`src/shared/coex_pkg.sv`:
```
// Purpose : Constants and types shared by the antenna-sharing handshake block
// Assumes : Single 50 MHz system clock, no software-visible registers
// Notes   : Mode codes are carried on the MODE_SEL port of the top module
package coex_pkg;

   // -----------------------------------------------------------------
   // Arrangement selection
   // -----------------------------------------------------------------
   localparam logic [1:0] MODE_THREE_WIRE  = 2'h0;
   localparam logic [1:0] MODE_ONE_REQUEST = 2'h1;
   localparam logic [1:0] MODE_ONE_PERMIT  = 2'h2;

   // -----------------------------------------------------------------
   // Line polarities
   // -----------------------------------------------------------------
   localparam logic REQ_ACTIVE    = 1'b1;
   localparam logic PRIO_ACTIVE   = 1'b1;
   localparam logic PERMIT_ACTIVE = 1'b0;

   // -----------------------------------------------------------------
   // Timing: priority phase before the activity-type phase
   // -----------------------------------------------------------------
   localparam int CLK_MHZ       = 50;
   localparam int PRIO_PHASE_NS = 1000;
   localparam int PRIO_PHASE_CYC = (PRIO_PHASE_NS * CLK_MHZ + 999) / 1000;
   localparam int CNT_W         = 8;

   // Radio activity kind
   localparam logic KIND_RX = 1'b0;
   localparam logic KIND_TX = 1'b1;

   typedef enum logic [2:0] {
      ST_IDLE,
      ST_PRIO,
      ST_WAIT,
      ST_ACTIVE
   } hs_state_t;

endpackage

```
`src/shared/coex_sync_if.sv`:
```
// Purpose : Carries the permit line and its conditioned form between modules
// Assumes : Permit input already synchronous to the system clock
// Notes   : Filter drives the modport outputs, top module reads them
interface coex_sync_if;
   logic permit_raw;
   logic permit_on;

   modport filt (input permit_raw, output permit_on);
   modport user (output permit_raw, input permit_on);
endinterface

```
`src/design/coex_handshake.sv`:
```
// Purpose : Device end of the antenna-sharing handshake with a WLAN radio
// Assumes : All inputs synchronous to CLK_SYS; the WLAN side drives PERMIT_N
// Notes   : Three arrangements chosen on MODE_SEL, sampled while idle
module coex_handshake
   import coex_pkg::*;
#(
   parameter int PRIO_CYC = PRIO_PHASE_CYC
)
(
   input  wire logic        CLK_SYS,
   input  wire logic        RST,
   input  wire logic [1:0]  MODE_SEL,
   input  wire logic        ACT_PEND,
   input  wire logic        ACT_HIGH_PRIO,
   input  wire logic        ACT_KIND,
   input  wire logic        ACT_DONE,
   input  wire logic        PERMIT_N,
   output logic             REQ_OUT,
   output logic             PRIO_OUT,
   output logic             RADIO_GO,
   output logic             RADIO_ABORT,
   output logic             REFUSED
);

   hs_state_t         state_q;
   logic [1:0]        mode_q;
   logic              kind_q;
   logic              prio_q;
   logic [CNT_W-1:0]  cnt_q;
   logic              cnt_done;
   logic              sel_one_req;
   logic              sel_one_permit;
   logic              run_three;
   logic              run_one_permit;

   coex_sync_if sif ();

   assign sif.permit_raw = PERMIT_N;

   // ------------------------------------------------------------------
   // Arrangement decode
   // ------------------------------------------------------------------
   // Live selection steers the idle decision; the latched copy steers the
   // rest so a change on MODE_SEL mid-activity has no effect. Code 3 is
   // not a defined arrangement and falls back to three-wire.
   assign sel_one_req    = (MODE_SEL == MODE_ONE_REQUEST);
   assign sel_one_permit = (MODE_SEL == MODE_ONE_PERMIT);
   assign run_three      = (mode_q != MODE_ONE_REQUEST) && (mode_q != MODE_ONE_PERMIT);
   assign run_one_permit = (mode_q == MODE_ONE_PERMIT);

   // ------------------------------------------------------------------
   // Permit conditioning
   // ------------------------------------------------------------------
   coex_permit_filter u_filt (
      .clk (CLK_SYS),
      .rst (RST),
      .sif (sif)
   );

   assign cnt_done = (cnt_q == CNT_W'(PRIO_CYC - 1));

   // ------------------------------------------------------------------
   // Activity capture
   // ------------------------------------------------------------------
   // Mode is latched only in idle so a live activity never changes rules;
   // MODE_SEL may move freely while an activity runs
   always_ff @(posedge CLK_SYS or posedge RST) begin
      if (RST) begin
         mode_q <= MODE_THREE_WIRE;
      end else if (state_q == ST_IDLE) begin
         mode_q <= MODE_SEL;
      end
   end

   // Kind and priority are taken with the request; request-only always claims top priority
   always_ff @(posedge CLK_SYS or posedge RST) begin
      if (RST) begin
         kind_q <= KIND_RX;
         prio_q <= 1'b0;
      end else if (state_q == ST_IDLE && ACT_PEND) begin
         kind_q <= ACT_KIND;
         prio_q <= sel_one_req ? 1'b1 : ACT_HIGH_PRIO;
      end
   end

   // ------------------------------------------------------------------
   // Sequencer
   // ------------------------------------------------------------------
   // Idle picks the path from the live selection, later states follow the
   // latched one so the arrangement cannot change under a running activity
   always_ff @(posedge CLK_SYS or posedge RST) begin
      if (RST) begin
         state_q <= ST_IDLE;
      end else begin
         case (state_q)
            ST_IDLE: begin
               if (ACT_PEND) begin
                  if (sel_one_req) begin
                     state_q <= ST_ACTIVE;
                  end else if (sel_one_permit) begin
                     state_q <= ST_WAIT;
                  end else begin
                     state_q <= ST_PRIO;
                  end
               end
            end
            ST_PRIO: begin
               if (cnt_done) begin
                  state_q <= ST_WAIT;
               end
            end
            ST_WAIT: begin
               if (sif.permit_on) begin
                  state_q <= ST_ACTIVE;
               end else if (!ACT_PEND) begin
                  state_q <= ST_IDLE;
               end
            end
            ST_ACTIVE: begin
               if (ACT_DONE) begin
                  state_q <= ST_IDLE;
               end else if (run_one_permit && !sif.permit_on) begin
                  state_q <= ST_WAIT;
               end
            end
            default: begin
               state_q <= ST_IDLE;
            end
         endcase
      end
   end

   // Priority phase length counter; it only runs in the priority state, so a
   // phase that is cut short always restarts from zero
   always_ff @(posedge CLK_SYS or posedge RST) begin
      if (RST) begin
         cnt_q <= '0;
      end else if (state_q == ST_PRIO) begin
         cnt_q <= cnt_done ? '0 : cnt_q + 1'b1;
      end else begin
         cnt_q <= '0;
      end
   end

   // ------------------------------------------------------------------
   // Link pins
   // ------------------------------------------------------------------
   // Request stays low in permit-only mode since that arrangement has no line
   always_ff @(posedge CLK_SYS or posedge RST) begin
      if (RST) begin
         REQ_OUT <= ~REQ_ACTIVE;
      end else if (state_q == ST_IDLE && ACT_PEND && !sel_one_permit) begin
         REQ_OUT <= REQ_ACTIVE;
      end else if (state_q == ST_ACTIVE && ACT_DONE) begin
         REQ_OUT <= ~REQ_ACTIVE;
      end else if (state_q == ST_WAIT && !sif.permit_on && !ACT_PEND) begin
         REQ_OUT <= ~REQ_ACTIVE;
      end
   end

   // Priority phase shows level, later phases show activity kind; the kind is
   // held through waiting and activity so the far side can tell tx from rx
   always_ff @(posedge CLK_SYS or posedge RST) begin
      if (RST) begin
         PRIO_OUT <= ~PRIO_ACTIVE;
      end else if (state_q == ST_IDLE) begin
         PRIO_OUT <= (ACT_PEND && !sel_one_req && !sel_one_permit) ? ACT_HIGH_PRIO
                     : ~PRIO_ACTIVE;
      end else if (state_q == ST_PRIO) begin
         PRIO_OUT <= cnt_done ? kind_q : prio_q;
      end else if (!run_three) begin
         PRIO_OUT <= ~PRIO_ACTIVE;
      end
   end

   // ------------------------------------------------------------------
   // Radio side
   // ------------------------------------------------------------------
   // GO mirrors the active state and falls at the same edge that ends it,
   // so the radio never runs a cycle past the active state; permit loss ends that state only in permit-only mode
   always_ff @(posedge CLK_SYS or posedge RST) begin
      if (RST) begin
         RADIO_GO <= 1'b0;
      end else begin
         RADIO_GO <= (state_q == ST_WAIT && sif.permit_on)
                     || (state_q == ST_IDLE && ACT_PEND && sel_one_req)
                     || (state_q == ST_ACTIVE && !ACT_DONE
                         && !(run_one_permit && !sif.permit_on));
      end
   end

   // Abort pulses once when permit is withdrawn in permit-only mode; the sequencer leaves active
   // at the same edge, so the pulse cannot repeat while the permit stays away
   always_ff @(posedge CLK_SYS or posedge RST) begin
      if (RST) begin
         RADIO_ABORT <= 1'b0;
      end else begin
         RADIO_ABORT <= (state_q == ST_ACTIVE && !ACT_DONE
                         && run_one_permit && !sif.permit_on);
      end
   end

   // Refusal is a level while a request waits without permit, not a latch,
   // so it clears by itself once the permit arrives
   always_ff @(posedge CLK_SYS or posedge RST) begin
      if (RST) begin
         REFUSED <= 1'b0;
      end else begin
         REFUSED <= (state_q == ST_WAIT && !sif.permit_on);
      end
   end

endmodule

```
`src/design/coex_permit_filter.sv`:
```
// Purpose : Registers the active-low permit line as an active-high permission level
// Assumes : Input sampled on the system clock
// Notes   : Output lags the pin by one cycle; the sequencer timing counts on it
module coex_permit_filter
   import coex_pkg::*;
(
   input  wire logic  clk,
   input  wire logic  rst,
   coex_sync_if.filt  sif
);

   logic permit_q;

   // ------------------------------------------------------------------
   // Polarity decode and register
   // ------------------------------------------------------------------
   // Active-low line turned into an active-high permission level
   always_ff @(posedge clk or posedge rst) begin
      if (rst) begin
         permit_q <= 1'b0;
      end else begin
         permit_q <= (sif.permit_raw == PERMIT_ACTIVE);
      end
   end

   assign sif.permit_on = permit_q;

endmodule

```
`config.mk`:
```
export PLATFORM = sky130hd
export DESIGN_NAME = coex_handshake
export DESIGN_NICKNAME = d
export VERILOG_FILES = /design/src/shared/coex_pkg.sv /design/src/shared/coex_sync_if.sv /design/src/design/coex_handshake.sv /design/src/design/coex_permit_filter.sv
export SDC_FILE = /design/constraint.sdc
export NUM_CORES = 1
export LEC_CHECK = 0
export ABC_AREA = 1
export ABC_CLOCK_PERIOD_IN_PS = 3800
export BUFFER_PORTS_ARGS = -buffer_cell sky130_fd_sc_hd__buf_2
export CAP_MARGIN = 20
export CORE_ASPECT_RATIO = 1.1
export CORE_MARGIN = 3
export CORE_UTILIZATION = 30
export CTS_CLUSTER_SIZE = 10
export DETAILED_ROUTE_END_ITERATION = 16
export PLACE_DENSITY = 0.47
export SKIP_LAST_GASP = 1
export SLEW_MARGIN = 10
export SYNTH_ARGS = -nofsm -noshare
export SYNTH_HDL_FRONTEND = slang
export SYNTH_HIERARCHICAL = 1
export SYNTH_SLANG_ARGS = --single-unit
```
`constraint.sdc`:
```
create_clock -name CLK_SYS -period 3.8 [get_ports CLK_SYS]
set_clock_uncertainty 0.15 [all_clocks]
set_input_delay 0.57 -clock CLK_SYS [delete_from_list [all_inputs] [get_ports CLK_SYS]]
set_output_delay 0.57 -clock CLK_SYS [all_outputs]
set_load 0.005 [all_outputs]
```
==> flow_summary.html <==
<table>
<tr><th>Metric</th><th>Value</th></tr>
<tr><th colspan="2">Clock tree</th></tr>
<tr><td>Clk buf depth</td><td>2</td></tr>
<tr><td>TritonCTS clock tree</td><td>yes</td></tr>
<tr><td>Htree depth</td><td>1</td></tr>
<tr><td>Reg clk slew, reported paths</td><td>0.12 ns</td></tr>
<tr><td>Number of sinks on the clock net</td><td>20</td></tr>
<tr><td>Clock Tree Root</td><td>sky130_fd_sc_hd__clkbuf_4</td></tr>
<tr><td>Postcts setup bufs</td><td>0</td></tr>
<tr><td>Count of instances resized after the clock tree is built</td><td>0</td></tr>
<tr><td>Clock network latency to the later pin of the worst-skew pair</td><td>0.30 ns</td></tr>
<tr><td>Total CTS buffers</td><td>3</td></tr>
<tr><th colspan="2">Routing</th></tr>
<tr><td>Drt first pass iters</td><td>4</td></tr>
<tr><td>Routed vias</td><td>784</td></tr>
<tr><td>Final routed wirelength across all metal layers</td><td>1888 um</td></tr>
<tr><td>Wire length per cell</td><td>10.85 um</td></tr>
<tr><td>Antenna violation net count after detailed routing</td><td>0</td></tr>
<tr><td>Remaining DRCs</td><td>0</td></tr>
<tr><td>Vias per std cell</td><td>4.506</td></tr>
<tr><td>DR iter-0 viols</td><td>27</td></tr>
<tr><th colspan="2">Synthesis</th></tr>
<tr><td>Biggest area contributors in the synthesized netlist</td><td>sky130_fd_sc_hd__dfrtp_1 49%, sky130_fd_sc_hd__inv_1 6.6%, sky130_fd_sc_hd__nand2_1 6.6%</td></tr>
<tr><td>Syn nets</td><td>136</td></tr>
<tr><td>Biggest area consumer among synthesized cells</td><td>sky130_fd_sc_hd__dfrtp_1</td></tr>
<tr><td>Number of warning messages in the yosys log</td><td>6</td></tr>
<tr><td>Top cell type's share of synthesized area</td><td>48.78%</td></tr>
<tr><td>Post-synth cell types</td><td>22</td></tr>
<tr><td>Number of standard cells after synthesis</td><td>122</td></tr>
<tr><td>Cell area after synthesis</td><td>1026 um2</td></tr>
<tr><td>Post-synthesis sequential element count</td><td>20</td></tr>
<tr><td>Average size of a mapped cell</td><td>8.410 um2</td></tr>
<tr><td>Proportion of synthesized chip area in sequential cells</td><td>48.78%</td></tr>
<tr><th colspan="2">Worst setup path</th></tr>
<tr><td>CP startpoint kind</td><td>input port</td></tr>
<tr><td>Crit path required time</td><td>4.01 ns</td></tr>
<tr><td>Worst Setup End Kind</td><td>asynchronous set/reset pin</td></tr>
<tr><td>Register-to-register setup slack</td><td>2.38 ns</td></tr>
<tr><td>FF-to-FF End</td><td>state_q[1]</td></tr>
<tr><td>Reg2Reg Depth</td><td>8</td></tr>
<tr><td>Start of the worst register-to-register path</td><td>cnt_q[1]</td></tr>
<tr><td>Startpoint-to-endpoint class of the critical path</td><td>input port to asynchronous set/reset pin</td></tr>
<tr><td>Worst Path Max Fanout</td><td>19</td></tr>
<tr><td>Worst EP arrival</td><td>1.76 ns</td></tr>
<tr><th colspan="2">Timing</th></tr>
<tr><td>Max-slew violation count</td><td>0</td></tr>
<tr><td>Worst slew pin tran</td><td>0.7344 ns</td></tr>
<tr><td>Maximum clock frequency</td><td>642.8 MHz</td></tr>
<tr><td>Final hold violation count</td><td>0</td></tr>
<tr><td>Final min period</td><td>1.556 ns</td></tr>
<tr><td>Post-Route Setup TNS</td><td>0 ns</td></tr>
<tr><td>Relative slew margins</td><td>50.99%</td></tr>
<tr><td>Final count of negative-setup-slack endpoints</td><td>0</td></tr>
<tr><td>Unrepaired setup endpoints after global routing</td><td>no</td></tr>
<tr><td>Share of the clock period used by the worst path after layout</td><td>40.94%</td></tr>
<tr><th colspan="2">Layout</th></tr>
<tr><td>Most flops, register</td><td>cnt_q</td></tr>
<tr><td>Final Instance Area</td><td>1196 um2</td></tr>
<tr><td>Total of fill cells in the finished design</td><td>346</td></tr>
<tr><td># diodes</td><td>0</td></tr>
<tr><td>Fraction of layout instances using a drive strength above 1</td><td>22.86%</td></tr>
<tr><td>Nets</td><td>155</td></tr>
<tr><td>Area growth from synthesis to final layout</td><td>16.59%</td></tr>
<tr><td>Post-route insts no fill</td><td>174</td></tr>
<tr><td>Registers with the highest flip-flop counts</td><td>cnt_q x8, mode_q x2, state_q x2</td></tr>
<tr><td>Number of flip-flops in the largest register</td><td>8</td></tr>
<tr><th colspan="2">GRT</th></tr>
<tr><td>GRT met1 Usage</td><td>14.25%</td></tr>
<tr><td>Antenna violations before repair</td><td>0</td></tr>
<tr><td>Top Usage Layer GRT</td><td>met2</td></tr>
<tr><td>Total overflow reported by the global router</td><td>0</td></tr>
<tr><td>Global router's overall resource usage</td><td>11.07%</td></tr>
<tr><td>First-pass GRT wire length</td><td>3325 um</td></tr>
<tr><td>Vias in the first global route</td><td>763</td></tr>
<tr><td>Global-route track usage on met2</td><td>16.62%</td></tr>
<tr><td>Met3 GRT Util</td><td>1.721%</td></tr>
<tr><td>Pin count of the biggest net entering global routing</td><td>20</td></tr>
<tr><th colspan="2">Floorplan</th></tr>
<tr><td>I/O pins</td><td>14</td></tr>
<tr><td>Die Span Y</td><td>67.34 um</td></tr>
<tr><td>Width of the die</td><td>61.76 um</td></tr>
<tr><td>Row cnt</td><td>21</td></tr>
<tr><td>Initial Utilization</td><td>32.54%</td></tr>
<tr><td>Area of the die</td><td>4159 um2</td></tr>
<tr><td>Area of the core</td><td>3153 um2</td></tr>
<tr><th colspan="2">Status</th></tr>
<tr><td>Run status</td><td>complete, no violations</td></tr>
<tr><th colspan="2">Pwr</th></tr>
<tr><td>Sequential share of power</td><td>42.6%</td></tr>
<tr><td>Switching share of total power</td><td>35.66%</td></tr>
<tr><td>Maximum resistive drop on vdd</td><td>0.2261 mV</td></tr>
<tr><td>Switching component of the power</td><td>0.2653 mW</td></tr>
<tr><td>Pleak</td><td>0.6235 nW</td></tr>
<tr><td>Power density relative to cell area</td><td>622.0 nW/um2</td></tr>
<tr><td>Combinational share of power</td><td>34.3%</td></tr>
<tr><td>Part of the total power dissipated in the clock network</td><td>23.0%</td></tr>
<tr><td>Internal cell power</td><td>0.4788 mW</td></tr>
<tr><th colspan="2">Worst hold path</th></tr>
<tr><td>Hold Crit Start</td><td>PERMIT_N</td></tr>
<tr><td>End of the worst hold path</td><td>u_filt/sif.permit_on</td></tr>
<tr><td>Cell depth of the worst min-delay path</td><td>2</td></tr>
<tr><td>Class of the most critical hold timing path</td><td>input port to flip-flop</td></tr>
<tr><th colspan="2">Placed design</th></tr>
<tr><td>Placed standard-cell area</td><td>1134 um2</td></tr>
<tr><td>RePlAce Congestion</td><td>0.8554</td></tr>
<tr><td>Post-detailed-placement half-perimeter wirelength</td><td>1517 um</td></tr>
<tr><td>Placed Cells</td><td>169</td></tr>
<tr><td>Number of I/O port buffers</td><td>13</td></tr>
<tr><th colspan="2">Job</th></tr>
<tr><td>Max-capacitance violation count</td><td>0</td></tr>
</table>
Yosys cell counts:
master	n
sky130_fd_sc_hd__a21oi_1	4
sky130_fd_sc_hd__clkinv_1	1
sky130_fd_sc_hd__dfrtp_1	20
sky130_fd_sc_hd__ha_1	5
sky130_fd_sc_hd__inv_1	18
sky130_fd_sc_hd__inv_2	5
sky130_fd_sc_hd__nand2_1	18
sky130_fd_sc_hd__nand2_2	2
sky130_fd_sc_hd__nand2_4	1
sky130_fd_sc_hd__nand3_1	10
sky130_fd_sc_hd__nor2_1	16
sky130_fd_sc_hd__nor2_2	4
sky130_fd_sc_hd__nor3_1	1
sky130_fd_sc_hd__nor3b_2	1
sky130_fd_sc_hd__o21ai_0	3
sky130_fd_sc_hd__o21ai_1	4
sky130_fd_sc_hd__o21ai_2	2
sky130_fd_sc_hd__o221ai_1	1
sky130_fd_sc_hd__o22ai_1	1
sky130_fd_sc_hd__or2_1	1
sky130_fd_sc_hd__xnor2_1	1
sky130_fd_sc_hd__xor2_1	3
layout make-up:
| type | instances | area [um2] | share of cell area, % |
|---|---|---|---|
| Timing Repair Buffer | 14 | 75.07 | 6.276 |
| Clock buffer | 3 | 22.52 | 1.883 |
| Sequential cell | 20 | 500.5 | 41.84 |
| Multi-Input combinational cell | 78 | 435.4 | 36.40 |
| Tap cell | 34 | 42.54 | 3.556 |
| Inverter | 24 | 90.09 | 7.531 |
| Clock inverter | 1 | 30.03 | 2.510 |
repair_timing:
item	in CTS	in global routing
setup endpoints to repair	0	0
hold buffers	1	0
hold endpoints to repair	1	0
per-stage QoR:
step | util [%] | setup WS (ns) | power [mW] | hold WS (ns)
2_1_floorplan | - | 2.411 | 0.5055 | 0.1487
3_3_place_gp | 35.95 | 2.274 | 0.5814 | 0.2629
3_5_place_dp | 35.95 | 2.234 | 0.5818 | 0.2644
4_1_cts | 37.94 | 2.165 | 0.7587 | 0.2223
5_1_grt | 37.94 | 2.060 | 0.8134 | 0.2147
6_report | 37.94 | 2.244 | 0.7441 | 0.2381
worst max-delay path: stages:
cell	delay (ns)
sky130_fd_sc_hd__dlygate4sd3_1	0.53
sky130_fd_sc_hd__buf_2	0.12
sky130_fd_sc_hd__inv_1	0.53
cell families after synthesis:
kind of cell	synth area share [%]
adder cells (fa/ha/maj)	6.098
AO/OA/AOI/OAI	8.537
XOR/XNOR	3.415
buffers and inverters	8.780
flip-flops	48.78
AND/OR/NAND/NOR	24.39
cell usage in the layout, fill, tap and decap left out, drive strengths merged, types with 3 or more instances in the layout:
| cell | Yosys | routed |
|---|---|---|
| inv | 23 | 23 |
| nand2 | 21 | 21 |
| dfrtp | 20 | 20 |
| nor2 | 20 | 20 |
| buf | 0 | 13 |
| nand3 | 10 | 10 |
| o21ai | 9 | 9 |
| ha | 5 | 5 |
| a21oi | 4 | 4 |
| xor2 | 3 | 3 |
| clkbuf | 0 | 3 |
power by group through the flow:
stage          combinational, mW  sequential, mW  clock (mW)
2_1_floorplan              0.192           0.313           0
3_3_place_gp               0.260           0.321           0
3_5_place_dp               0.260           0.321           0
4_1_cts                    0.262           0.318       0.179
5_1_grt                    0.296           0.325       0.192
6_report                   0.256           0.317       0.171
how the worst max path moves through the flow:
stage	start	to	slack, ns	depth (start not counted)
after floorplan	MODE_SEL[0]	state_q[1]	2.41	5
after global placement	MODE_SEL[0]	state_q[1]	2.27	6
after detailed placement	MODE_SEL[0]	state_q[1]	2.23	6
after CTS	RST	cnt_q[7]	2.16	3
after global routing	RST	cnt_q[7]	2.06	3
final	RST	cnt_q[7]	2.24	3
per-layer routing:
| layer | vias up | part of all wire (%) |
|---|---|---|
| met5 | - | 0 |
| met4 | 0 | 3.3 |
| met3 | 6 | 2.4 |
| met2 | 10 | 48 |
| met1 | 350 | 46 |
| li1 | 418 | - |
Note: power is estimated with default switching activity, not from simulation.
